$ cat src/hdl/prsc_consts.svh
// Purpose: Offsets, field positions and reset values of the power/reset status control
// Assumes: 32-bit AXI4-Lite register window, byte addresses
// Notes: Included by name by the top module and the bench
//
// How it works
// Battery reset sets status bit 5; write-one clears
// Coinciding new battery reset beats the clear
// Status bit 3 reads 1 while main-power reset inactive
// Status bit 2 follows main power-good input
// Control bit 8 picks legacy pin or serial reset
// Firmware clears bit 8 when serial link used
// Control bit 0 drives power-OK pin, default 1
// Control bit 0 frozen while power-good low
// Control bit 0 high asserts internal main-power reset
// Reserved bits read zero, ignore writes
`ifndef PRSC_CONSTS_SVH
`define PRSC_CONSTS_SVH

// ==========================================================
// Register offsets
`define PRSC_OFF_STATUS 8'h10
`define PRSC_OFF_CONTROL 8'h14
`define PRSC_OFF_INT_STATUS 8'h20
`define PRSC_OFF_INT_MASK 8'h24

// ==========================================================
// Field positions
`define PRSC_ST_VBAT_BIT 5
`define PRSC_ST_HOST_BIT 3
`define PRSC_ST_PGOOD_BIT 2
`define PRSC_CT_SEL_BIT 8
`define PRSC_CT_PVC_BIT 0
`define PRSC_INT_VBAT_BIT 0
`define PRSC_INT_PG_RISE_BIT 1
`define PRSC_INT_PG_FALL_BIT 2
`define PRSC_INT_W 3

// ==========================================================
// Reset values and bus answers
`define PRSC_RST_SEL 1'h1
`define PRSC_RST_PVC 1'h1
`define PRSC_RST_VBAT 1'h0
`define PRSC_RESP_OKAY 2'h0
`define PRSC_RESP_SLVERR 2'h2

`endif

$ cat src/hdl/prsc_pkg.sv
// Purpose: Types for the power/reset status control
// Assumes: Constants come from prsc_consts.svh
// Notes: Write and read channel states are one-hot
package prsc_pkg;

   typedef enum logic [1:0] {
      PRSC_WR_IDLE = 2'b01,
      PRSC_WR_RESP = 2'b10
   } prsc_wr_state_t;

   typedef enum logic [1:0] {
      PRSC_RD_IDLE = 2'b01,
      PRSC_RD_RESP = 2'b10
   } prsc_rd_state_t;

endpackage

$ cat src/hdl/prsc_top.sv
// Purpose: Power and reset status/control registers behind an AXI4-Lite slave
// Assumes: All pin inputs synchronous to clock_i; one write and one read in flight
// Notes: Status and control words plus an interrupt status/mask pair
`timescale 1ns/10ps
`include "prsc_consts.svh"

module prsc_top
   import prsc_pkg::*;
#(
   parameter int ADDR_W = 8
) (
   // Clock and reset
   input wire logic clock_i,
   input wire logic rst_n_i,
   // AXI4-Lite write address
   input wire logic s_axi_awvalid_i,
   output logic s_axi_awready_o,
   input wire logic [ADDR_W-1:0] s_axi_awaddr_i,
   input wire logic [2:0] s_axi_awprot_i,
   // AXI4-Lite write data
   input wire logic s_axi_wvalid_i,
   output logic s_axi_wready_o,
   input wire logic [31:0] s_axi_wdata_i,
   input wire logic [3:0] s_axi_wstrb_i,
   // AXI4-Lite write response
   output logic s_axi_bvalid_o,
   input wire logic s_axi_bready_i,
   output logic [1:0] s_axi_bresp_o,
   // AXI4-Lite read address
   input wire logic s_axi_arvalid_i,
   output logic s_axi_arready_o,
   input wire logic [ADDR_W-1:0] s_axi_araddr_i,
   input wire logic [2:0] s_axi_arprot_i,
   // AXI4-Lite read data
   output logic s_axi_rvalid_o,
   input wire logic s_axi_rready_i,
   output logic [31:0] s_axi_rdata_o,
   output logic [1:0] s_axi_rresp_o,
   // Power and reset pins
   input wire logic battery_reset_i,
   input wire logic main_power_good_i,
   input wire logic legacy_bus_reset_pin_n_i,
   input wire logic serial_platform_reset_n_i,
   output logic power_ok_pin_o,
   output logic main_power_reset_o,
   output logic platform_reset_n_o,
   // Interrupt
   output logic irq_o
);

   // ==========================================================
   // Reset release
   logic rst_meta_reg;
   logic rst_n_reg;

   always_ff @(posedge clock_i or negedge rst_n_i) begin
      if (!rst_n_i) begin
         rst_meta_reg <= 1'b0;
         rst_n_reg <= 1'b0;
      end else begin
         rst_meta_reg <= 1'b1;
         rst_n_reg <= rst_meta_reg;
      end
   end

   // ==========================================================
   // Address decode, shared by both channels
   function automatic logic [3:0] reg_sel(input logic [ADDR_W-1:0] addr);
      logic [3:0] sel;
      sel = 4'h0;
      if (addr[ADDR_W-1:2] == (ADDR_W-2)'(`PRSC_OFF_STATUS >> 2)) begin
         sel[0] = 1'b1;
      end
      if (addr[ADDR_W-1:2] == (ADDR_W-2)'(`PRSC_OFF_CONTROL >> 2)) begin
         sel[1] = 1'b1;
      end
      if (addr[ADDR_W-1:2] == (ADDR_W-2)'(`PRSC_OFF_INT_STATUS >> 2)) begin
         sel[2] = 1'b1;
      end
      if (addr[ADDR_W-1:2] == (ADDR_W-2)'(`PRSC_OFF_INT_MASK >> 2)) begin
         sel[3] = 1'b1;
      end
      return sel;
   endfunction

   // ==========================================================
   // Write channel
   prsc_wr_state_t wr_state_reg;
   logic awready_reg;
   logic wready_reg;
   logic bvalid_reg;
   logic [1:0] bresp_reg;
   logic aw_full_reg;
   logic w_full_reg;
   logic [ADDR_W-1:0] awaddr_reg;
   logic [31:0] wdata_reg;
   logic [3:0] wstrb_reg;

   wire aw_fire = s_axi_awvalid_i && awready_reg;
   wire w_fire = s_axi_wvalid_i && wready_reg;
   wire b_fire = bvalid_reg && s_axi_bready_i;
   // Both halves held: the write takes effect in this single cycle
   wire wr_do = (wr_state_reg == PRSC_WR_IDLE) && aw_full_reg && w_full_reg;
   wire [3:0] wr_sel = reg_sel(awaddr_reg);
   wire wr_hit = |wr_sel;
   wire wr_lane0 = wr_do && wstrb_reg[0];
   wire wr_lane1 = wr_do && wstrb_reg[1];

   always_ff @(posedge clock_i or negedge rst_n_reg) begin
      if (!rst_n_reg) begin
         wr_state_reg <= PRSC_WR_IDLE;
         awready_reg <= 1'b0;
         wready_reg <= 1'b0;
         bvalid_reg <= 1'b0;
         bresp_reg <= `PRSC_RESP_OKAY;
         aw_full_reg <= 1'b0;
         w_full_reg <= 1'b0;
         awaddr_reg <= '0;
         wdata_reg <= 32'h0000_0000;
         wstrb_reg <= 4'h0;
      end else begin
         case (wr_state_reg)
            PRSC_WR_IDLE: begin
               awready_reg <= !aw_full_reg && !aw_fire;
               wready_reg <= !w_full_reg && !w_fire;
               if (aw_fire) begin
                  aw_full_reg <= 1'b1;
                  awaddr_reg <= s_axi_awaddr_i;
               end
               if (w_fire) begin
                  w_full_reg <= 1'b1;
                  wdata_reg <= s_axi_wdata_i;
                  wstrb_reg <= s_axi_wstrb_i;
               end
               if (wr_do) begin
                  bvalid_reg <= 1'b1;
                  bresp_reg <= wr_hit ? `PRSC_RESP_OKAY : `PRSC_RESP_SLVERR;
                  wr_state_reg <= PRSC_WR_RESP;
               end
            end
            PRSC_WR_RESP: begin
               if (b_fire) begin
                  bvalid_reg <= 1'b0;
                  aw_full_reg <= 1'b0;
                  w_full_reg <= 1'b0;
                  awready_reg <= 1'b1;
                  wready_reg <= 1'b1;
                  wr_state_reg <= PRSC_WR_IDLE;
               end
            end
            default: begin
               wr_state_reg <= PRSC_WR_IDLE;
            end
         endcase
      end
   end

   // ==========================================================
   // Power and reset state
   logic vbat_flag_reg;
   logic batt_last_reg;
   logic pgood_flag_reg;
   logic pgood_last_reg;
   logic sel_reg;
   logic pvc_reg;
   logic power_ok_reg;
   logic main_rst_reg;
   logic plat_rst_n_reg;
   logic [`PRSC_INT_W-1:0] int_status_reg;
   logic [`PRSC_INT_W-1:0] int_mask_reg;
   logic irq_reg;
   logic pg_primed_reg;

   wire batt_rise = battery_reset_i && !batt_last_reg;
   // No power-good edge until one real sample is held, else reset fakes one
   wire pg_rise = pg_primed_reg && main_power_good_i && !pgood_last_reg;
   wire pg_fall = pg_primed_reg && !main_power_good_i && pgood_last_reg;
   wire vbat_clr = wr_lane0 && wr_sel[0] && wdata_reg[`PRSC_ST_VBAT_BIT];
   // Set beats clear so a battery reset landing on the clear is kept
   wire vbat_next = batt_rise || (vbat_flag_reg && !vbat_clr);
   // Writes to the power-valid bit only land while power-good is high
   wire pvc_wr = wr_lane0 && wr_sel[1] && main_power_good_i;
   wire sel_wr = wr_lane1 && wr_sel[1];
   wire [`PRSC_INT_W-1:0] int_events = {pg_fall, pg_rise, batt_rise};
   wire [`PRSC_INT_W-1:0] int_clr =
      (wr_lane0 && wr_sel[2]) ? wdata_reg[`PRSC_INT_W-1:0] : '0;
   wire [`PRSC_INT_W-1:0] int_status_next =
      int_events | (int_status_reg & ~int_clr);
   wire plat_src_n = sel_reg ? legacy_bus_reset_pin_n_i : serial_platform_reset_n_i;

   always_ff @(posedge clock_i or negedge rst_n_reg) begin
      if (!rst_n_reg) begin
         vbat_flag_reg <= `PRSC_RST_VBAT;
         batt_last_reg <= 1'b0;
         pgood_flag_reg <= 1'b0;
         pgood_last_reg <= 1'b0;
         sel_reg <= `PRSC_RST_SEL;
         pvc_reg <= `PRSC_RST_PVC;
         power_ok_reg <= `PRSC_RST_PVC;
         main_rst_reg <= `PRSC_RST_PVC;
         plat_rst_n_reg <= 1'b0;
         int_status_reg <= '0;
         int_mask_reg <= '0;
         irq_reg <= 1'b0;
         pg_primed_reg <= 1'b0;
      end else begin
         vbat_flag_reg <= vbat_next;
         batt_last_reg <= battery_reset_i;
         pgood_flag_reg <= main_power_good_i;
         pgood_last_reg <= main_power_good_i;
         if (sel_wr) begin
            sel_reg <= wdata_reg[`PRSC_CT_SEL_BIT];
         end
         if (pvc_wr) begin
            pvc_reg <= wdata_reg[`PRSC_CT_PVC_BIT];
         end
         power_ok_reg <= pvc_reg;
         main_rst_reg <= pvc_reg;
         plat_rst_n_reg <= plat_src_n;
         int_status_reg <= int_status_next;
         if (wr_lane0 && wr_sel[3]) begin
            int_mask_reg <= wdata_reg[`PRSC_INT_W-1:0];
         end
         irq_reg <= |(int_status_next & int_mask_reg);
         pg_primed_reg <= 1'b1;
      end
   end

   // ==========================================================
   // Read channel
   prsc_rd_state_t rd_state_reg;
   logic arready_reg;
   logic rvalid_reg;
   logic [31:0] rdata_reg;
   logic [1:0] rresp_reg;

   wire ar_fire = s_axi_arvalid_i && arready_reg;
   wire r_fire = rvalid_reg && s_axi_rready_i;
   wire [3:0] rd_sel = reg_sel(s_axi_araddr_i);
   // Unlisted bits stay zero in every word
   wire [31:0] status_word = {26'h0, vbat_flag_reg, 1'b0, !main_rst_reg,
      pgood_flag_reg, 2'h0};
   wire [31:0] control_word = {23'h0, sel_reg, 7'h0, pvc_reg};
   wire [31:0] int_status_word = {{(32-`PRSC_INT_W){1'b0}}, int_status_reg};
   wire [31:0] int_mask_word = {{(32-`PRSC_INT_W){1'b0}}, int_mask_reg};
   wire [31:0] rd_word = ({32{rd_sel[0]}} & status_word) |
      ({32{rd_sel[1]}} & control_word) |
      ({32{rd_sel[2]}} & int_status_word) |
      ({32{rd_sel[3]}} & int_mask_word);

   always_ff @(posedge clock_i or negedge rst_n_reg) begin
      if (!rst_n_reg) begin
         rd_state_reg <= PRSC_RD_IDLE;
         arready_reg <= 1'b0;
         rvalid_reg <= 1'b0;
         rdata_reg <= 32'h0000_0000;
         rresp_reg <= `PRSC_RESP_OKAY;
      end else begin
         case (rd_state_reg)
            PRSC_RD_IDLE: begin
               arready_reg <= !ar_fire;
               if (ar_fire) begin
                  rvalid_reg <= 1'b1;
                  rdata_reg <= rd_word;
                  rresp_reg <= (|rd_sel) ? `PRSC_RESP_OKAY : `PRSC_RESP_SLVERR;
                  rd_state_reg <= PRSC_RD_RESP;
               end
            end
            PRSC_RD_RESP: begin
               if (r_fire) begin
                  rvalid_reg <= 1'b0;
                  arready_reg <= 1'b1;
                  rd_state_reg <= PRSC_RD_IDLE;
               end
            end
            default: begin
               rd_state_reg <= PRSC_RD_IDLE;
            end
         endcase
      end
   end

   // ==========================================================
   // Outputs
   assign s_axi_awready_o = awready_reg;
   assign s_axi_wready_o = wready_reg;
   assign s_axi_bvalid_o = bvalid_reg;
   assign s_axi_bresp_o = bresp_reg;
   assign s_axi_arready_o = arready_reg;
   assign s_axi_rvalid_o = rvalid_reg;
   assign s_axi_rdata_o = rdata_reg;
   assign s_axi_rresp_o = rresp_reg;
   assign power_ok_pin_o = power_ok_reg;
   assign main_power_reset_o = main_rst_reg;
   assign platform_reset_n_o = plat_rst_n_reg;
   assign irq_o = irq_reg;

   // ==========================================================
   // Checks
   AST_VBAT_SET: assert property (@(posedge clock_i) disable iff (!rst_n_reg)
      rst_n_reg && batt_rise |=> vbat_flag_reg)
      else $error("battery reset edge did not set the flag");

   AST_VBAT_CLR: assert property (@(posedge clock_i) disable iff (!rst_n_reg)
      vbat_clr && !batt_rise |=> !vbat_flag_reg && !status_word[`PRSC_ST_VBAT_BIT])
      else $error("write one did not clear the battery flag");

   AST_VBAT_KEEP: assert property (@(posedge clock_i) disable iff (!rst_n_reg)
      vbat_clr && batt_rise |=> vbat_flag_reg && int_status_reg[`PRSC_INT_VBAT_BIT])
      else $error("coinciding battery reset lost to the clear");

   AST_HOST_LIVE: assert property (@(posedge clock_i) disable iff (!rst_n_reg)
      ar_fire && rd_sel[0] |=> s_axi_rdata_o[`PRSC_ST_HOST_BIT] == !$past(main_power_reset_o))
      else $error("host reset status disagrees with main-power reset");

   AST_PGOOD: assert property (@(posedge clock_i) disable iff (!rst_n_reg)
      rst_n_reg |=> status_word[`PRSC_ST_PGOOD_BIT] == $past(main_power_good_i))
      else $error("power-good status does not follow the input");

   AST_PLAT_SEL: assert property (@(posedge clock_i) disable iff (!rst_n_reg)
      rst_n_reg |=> platform_reset_n_o == ($past(sel_reg) ? $past(legacy_bus_reset_pin_n_i) :
      $past(serial_platform_reset_n_i)))
      else $error("platform reset taken from the wrong source");

   AST_POWER_OK_PIN: assert property (@(posedge clock_i) disable iff (!rst_n_reg)
      pvc_wr |-> ##2 power_ok_pin_o == $past(wdata_reg[`PRSC_CT_PVC_BIT], 2))
      else $error("power-OK pin does not follow a control write");

   AST_PVC_LOCK: assert property (@(posedge clock_i) disable iff (!rst_n_reg)
      !main_power_good_i |=> $stable(pvc_reg))
      else $error("power-valid bit changed while power-good low");

   AST_PVC_WR: assert property (@(posedge clock_i) disable iff (!rst_n_reg)
      wr_lane0 && wr_sel[1] && main_power_good_i |=> pvc_reg == $past(wdata_reg[0]))
      else $error("power-valid bit missed a write while power-good high");

   AST_MAIN_RST: assert property (@(posedge clock_i) disable iff (!rst_n_reg)
      pvc_reg [*2] |-> main_power_reset_o)
      else $error("main-power reset not asserted with power-valid bit set");

   AST_RSVD: assert property (@(posedge clock_i) disable iff (!rst_n_reg)
      rvalid_reg |-> s_axi_rdata_o[31:9] == 23'h0 && !s_axi_rdata_o[4])
      else $error("reserved read bits not zero");

endmodule

$ cat config.mk
export PLATFORM = sky130hd
export DESIGN_NAME = prsc_top
export DESIGN_NICKNAME = d
export VERILOG_FILES = /design/src/hdl/prsc_pkg.sv /design/src/hdl/prsc_top.sv
export VERILOG_INCLUDE_DIRS = /design/src /design/src/hdl
export SDC_FILE = /design/constraint.sdc
export NUM_CORES = 1
export LEC_CHECK = 0
export BUFFER_PORTS_ARGS = -buffer_cell sky130_fd_sc_hd__buf_2
export CELL_PAD_IN_SITES_DETAIL_PLACEMENT = 0
export CELL_PAD_IN_SITES_GLOBAL_PLACEMENT = 1
export CORE_AREA = 2 2 87 97
export DETAILED_ROUTE_END_ITERATION = 16
export DIE_AREA = 0 0 89 99
export PLACE_DENSITY_LB_ADDON = 0.15
export SLEW_MARGIN = 20
export SYNTH_ARGS = -nofsm -noshare
export SYNTH_HDL_FRONTEND = slang
export SYNTH_SLANG_ARGS = --single-unit
$ cat constraint.sdc
create_clock -name clock_i -period 3.6 [get_ports clock_i]
set_input_delay 0.54 -clock clock_i [delete_from_list [all_inputs] [get_ports clock_i]]
set_output_delay 0.54 -clock clock_i [all_outputs]
set_load 0.01 [all_outputs]
==> impl_results.md <==
* Distinct cells, synth at 40
* Most frequent cells after synthesis: dfrtp_1 (44), buf_4 (29), nand2_1 (22)
* R2R cell count at 3
* Critical Path Start Type: flip-flop
* CTS root buffer: clkbuf_8
* Synth warnings at 0
* Top-area cell type share of the netlist area at around half
* Crit path to: wdata_reg[2]$_DFFE_PN0P_
* Cells after DPL at between 300 and 400
* Final Setup Violations at 0
* Rows at 34
* Core ar. at 7830 um2
* Yosys top cell by area: dfrtp_1
* Sequential share of the synthesized area at approximately 54%
* Fin crit period at 1.84 ns
* Min-Delay Path Class: flip-flop to asynchronous set/reset pin
* Vias in the first global route at about 1500
* Number of gates resized after CTS at 0
* EDFF count, synth at 0
* Largest net degree at the start of global routing at 48
* Initial antenna violation count at 0
* Synthesized area at 2270 um2
* Critical path class: flip-flop to flip-flop
* Final nets at 319
* Final hold vios at 0
* CP max FO at 8
* Syn avg cell area at 11.5 um2
* Gr usage total at around a tenth
* Fill count at about 850
* Final Wtd Congestion at about 0.72
* Critical path required time at ~3.8 ns
* Starting Density at approximately 29%
* Worst r2r src: wr_state_reg[0]$_DFFE_PN1P_
* H-tree depth at 2
* Clk sink count at 49
* CP startpoint: wr_state_reg[0]$_DFFE_PN1P_
* CP endpoint kind: flip-flop
* Setup TNS at 0 ns
* CP peak stage delay at ~0.58 ns
* Clock Tree Buf Depth at 2
* Synth area leaders: dfrtp_1 (48%), buf_4 (9.6%), mux2_2 (9.4%)
* DR vias at ~1500
* Tcrit/Tclk final at 51.1%
* FMAX at around 0.54 GHz
* Drt wl/cell at 12.2 um
* Slew Limit Headroom at between 30% and 40%
* Detailed Routing Iterations Pass 1 at 4
* CP max-delay cell: dfstp_2
* Post-DP HPWL at about 3300 um
* Layout area overhead at 16.0%
* Finished Cell Area at 2640 um2
* RSZ-0062 raised after global routing: false
* Clk_skew at between 0.01 and 0.015 ns
* Post-synth top flop: dfrtp_1
* Diode count at 0
* Reg2reg end: wdata_reg[2]$_DFFE_PN0P_
* Most frequent cell after synthesis: dfrtp_1
* Num CTS Buffers at 5
* PortBufs at between 40 and 50
* Die Area at just under 9000 um2
* Fraction of layout cells with a size suffix above 1 at 33.9%
* Status: finished, final reports clean
* First-pass GRT wire length at 7220 um
* Worst-Skew Late Latency at 0.30 ns
* I/O pin cnt at between 100 and 150
* Asr flop ratio synth at 100%
* Max-cap violations at 0
* Die Ht at 99 um
* Max Slew Vio Count at 0
* Post-layout util at 33.7%
* Post-DP Area at ~2500 um2
* Power per cell area at between 600 and 700 nW/um2
* R2r setup slk at 1.76 ns
* Initial DRC Count at 29
* Die width at a little under 90 um
* Total DRC errors in the routed layout at 0
* Critical-path cell list: nor2b_1 > nand3_1 > mux2_2
* Leakage at 1.21 nW
* Arr. time, crit path at 2.03 ns
* Mapped Cells at slightly below 200
* GRT overflow at 0
* #FFs+latches synth at 49
* TritonCTS clock tree: built
* Clock-pin slew on the worst setup and hold paths at around 0.09 ns
* Avg Vias per Cell at approximately 4.2
* Non-filler instance count after layout at 359
* Final ANT Viol Nets at 0
* Worst VDD drop at 0.000234 V
* Worst Max-Slew Pin Slew at just under 1 ns
* Final wirelength at 4390 um
## per-stage QoR
step           power (mW)  setup WS (ns)  hold WS [ns]
5_1_grt              1.93           1.57         0.351
2_1_floorplan        1.30           1.96         0.244
6_report             1.78           1.76         0.348
3_5_place_dp         1.45           1.61         0.329
4_1_cts              1.81           1.71         0.355
3_3_place_gp         1.43           1.61         0.327
## cells by family (layout without fill, tap and decap cells)
logic type | Yosys count | count (layout) | share of synthesized area (%)
DFF | 49 | 49 | 54.2
and+or+nand+nor | 60 | 60 | 15.2
AOI/OAI and AO/OA | 32 | 32 | 9.57
buffers and inverters | 34 | 59 | 10.4
muxes | 21 | 21 | 10.3
other | 2 | 30 | 0.330
## placed cells by master, fill, tap and decap left out, types with 2 or more instances in the layout
cell,n
buf_2,46
nor2_1,6
nand4b_1,3
clkbuf_8,7
conb_1,30
mux2i_1,2
nor3_1,2
o21ai_0,8
a2bb2oi_1,2
dfrtp_1,43
a21oi_1,5
inv_1,4
nor2b_1,7
a21o_1,3
nand2_1,22
and2_1,2
a22oi_1,3
dfstp_2,5
nand3_1,5
nand2b_1,4
mux2_2,19
o211ai_1,2
## how the worst min path moves through the flow
stage,startpoint,endpoint,slack [ns],cells after the start
floorplan,rst_n_i,rst_meta_reg$_DFF_PN0_,0.24,0
global placement,rst_n_i,rst_meta_reg$_DFF_PN0_,0.33,1
detailed placement,rst_n_i,rst_meta_reg$_DFF_PN0_,0.33,1
CTS,battery_reset_i,batt_last_reg$_DFF_PN0_,0.35,1
global route,battery_reset_i,batt_last_reg$_DFF_PN0_,0.35,1
finish,rst_n_reg$_DFF_PN0_,int_status_reg[2]$_DFF_PN0_,0.35,0
## per-layer routing
layer	wire length [um]	track usage, %	vias up
met3	274	3.27	5
met1	1950	13.8	725
li1	-	-	739
met4	43	3.79	0
met5	0	0	-
met2	2120	16.6	44
## final cells by class
cell class / count / area [um2] / share of cell area, %
clock buffers: 7 / 96.3 / 3.65
clock inverters: 1 / 5.00 / 0.190
inverters: 4 / 15.0 / 0.569
multi-input cells: 143 / 911 / 34.5
flip-flops and latches: 49 / 1240 / 46.8
well taps: 108 / 135 / 5.12
repair buffers: 47 / 240 / 9.10
## what timing repair did
action / in CTS / in global routing
hold buffers: 1 / 0
buffers inserted: 0 / 0
endpoints found under the hold margin: 2 / 0
## power breakdown
group          switching (mW)  total (mW)  internal (mW)
Sequential              0.164       0.912          0.748
Combinational           0.248       0.513          0.265
Clock                   0.181       0.354          0.174
## worst max-delay path, delay by kind of cell (launching register included)
family / cells / cell delay (ns)
muxes: 1 / 0.39
DFF: 1 / 0.58
and+or+nand+nor: 2 / 0.76
(Power assumes the default switching activity.)
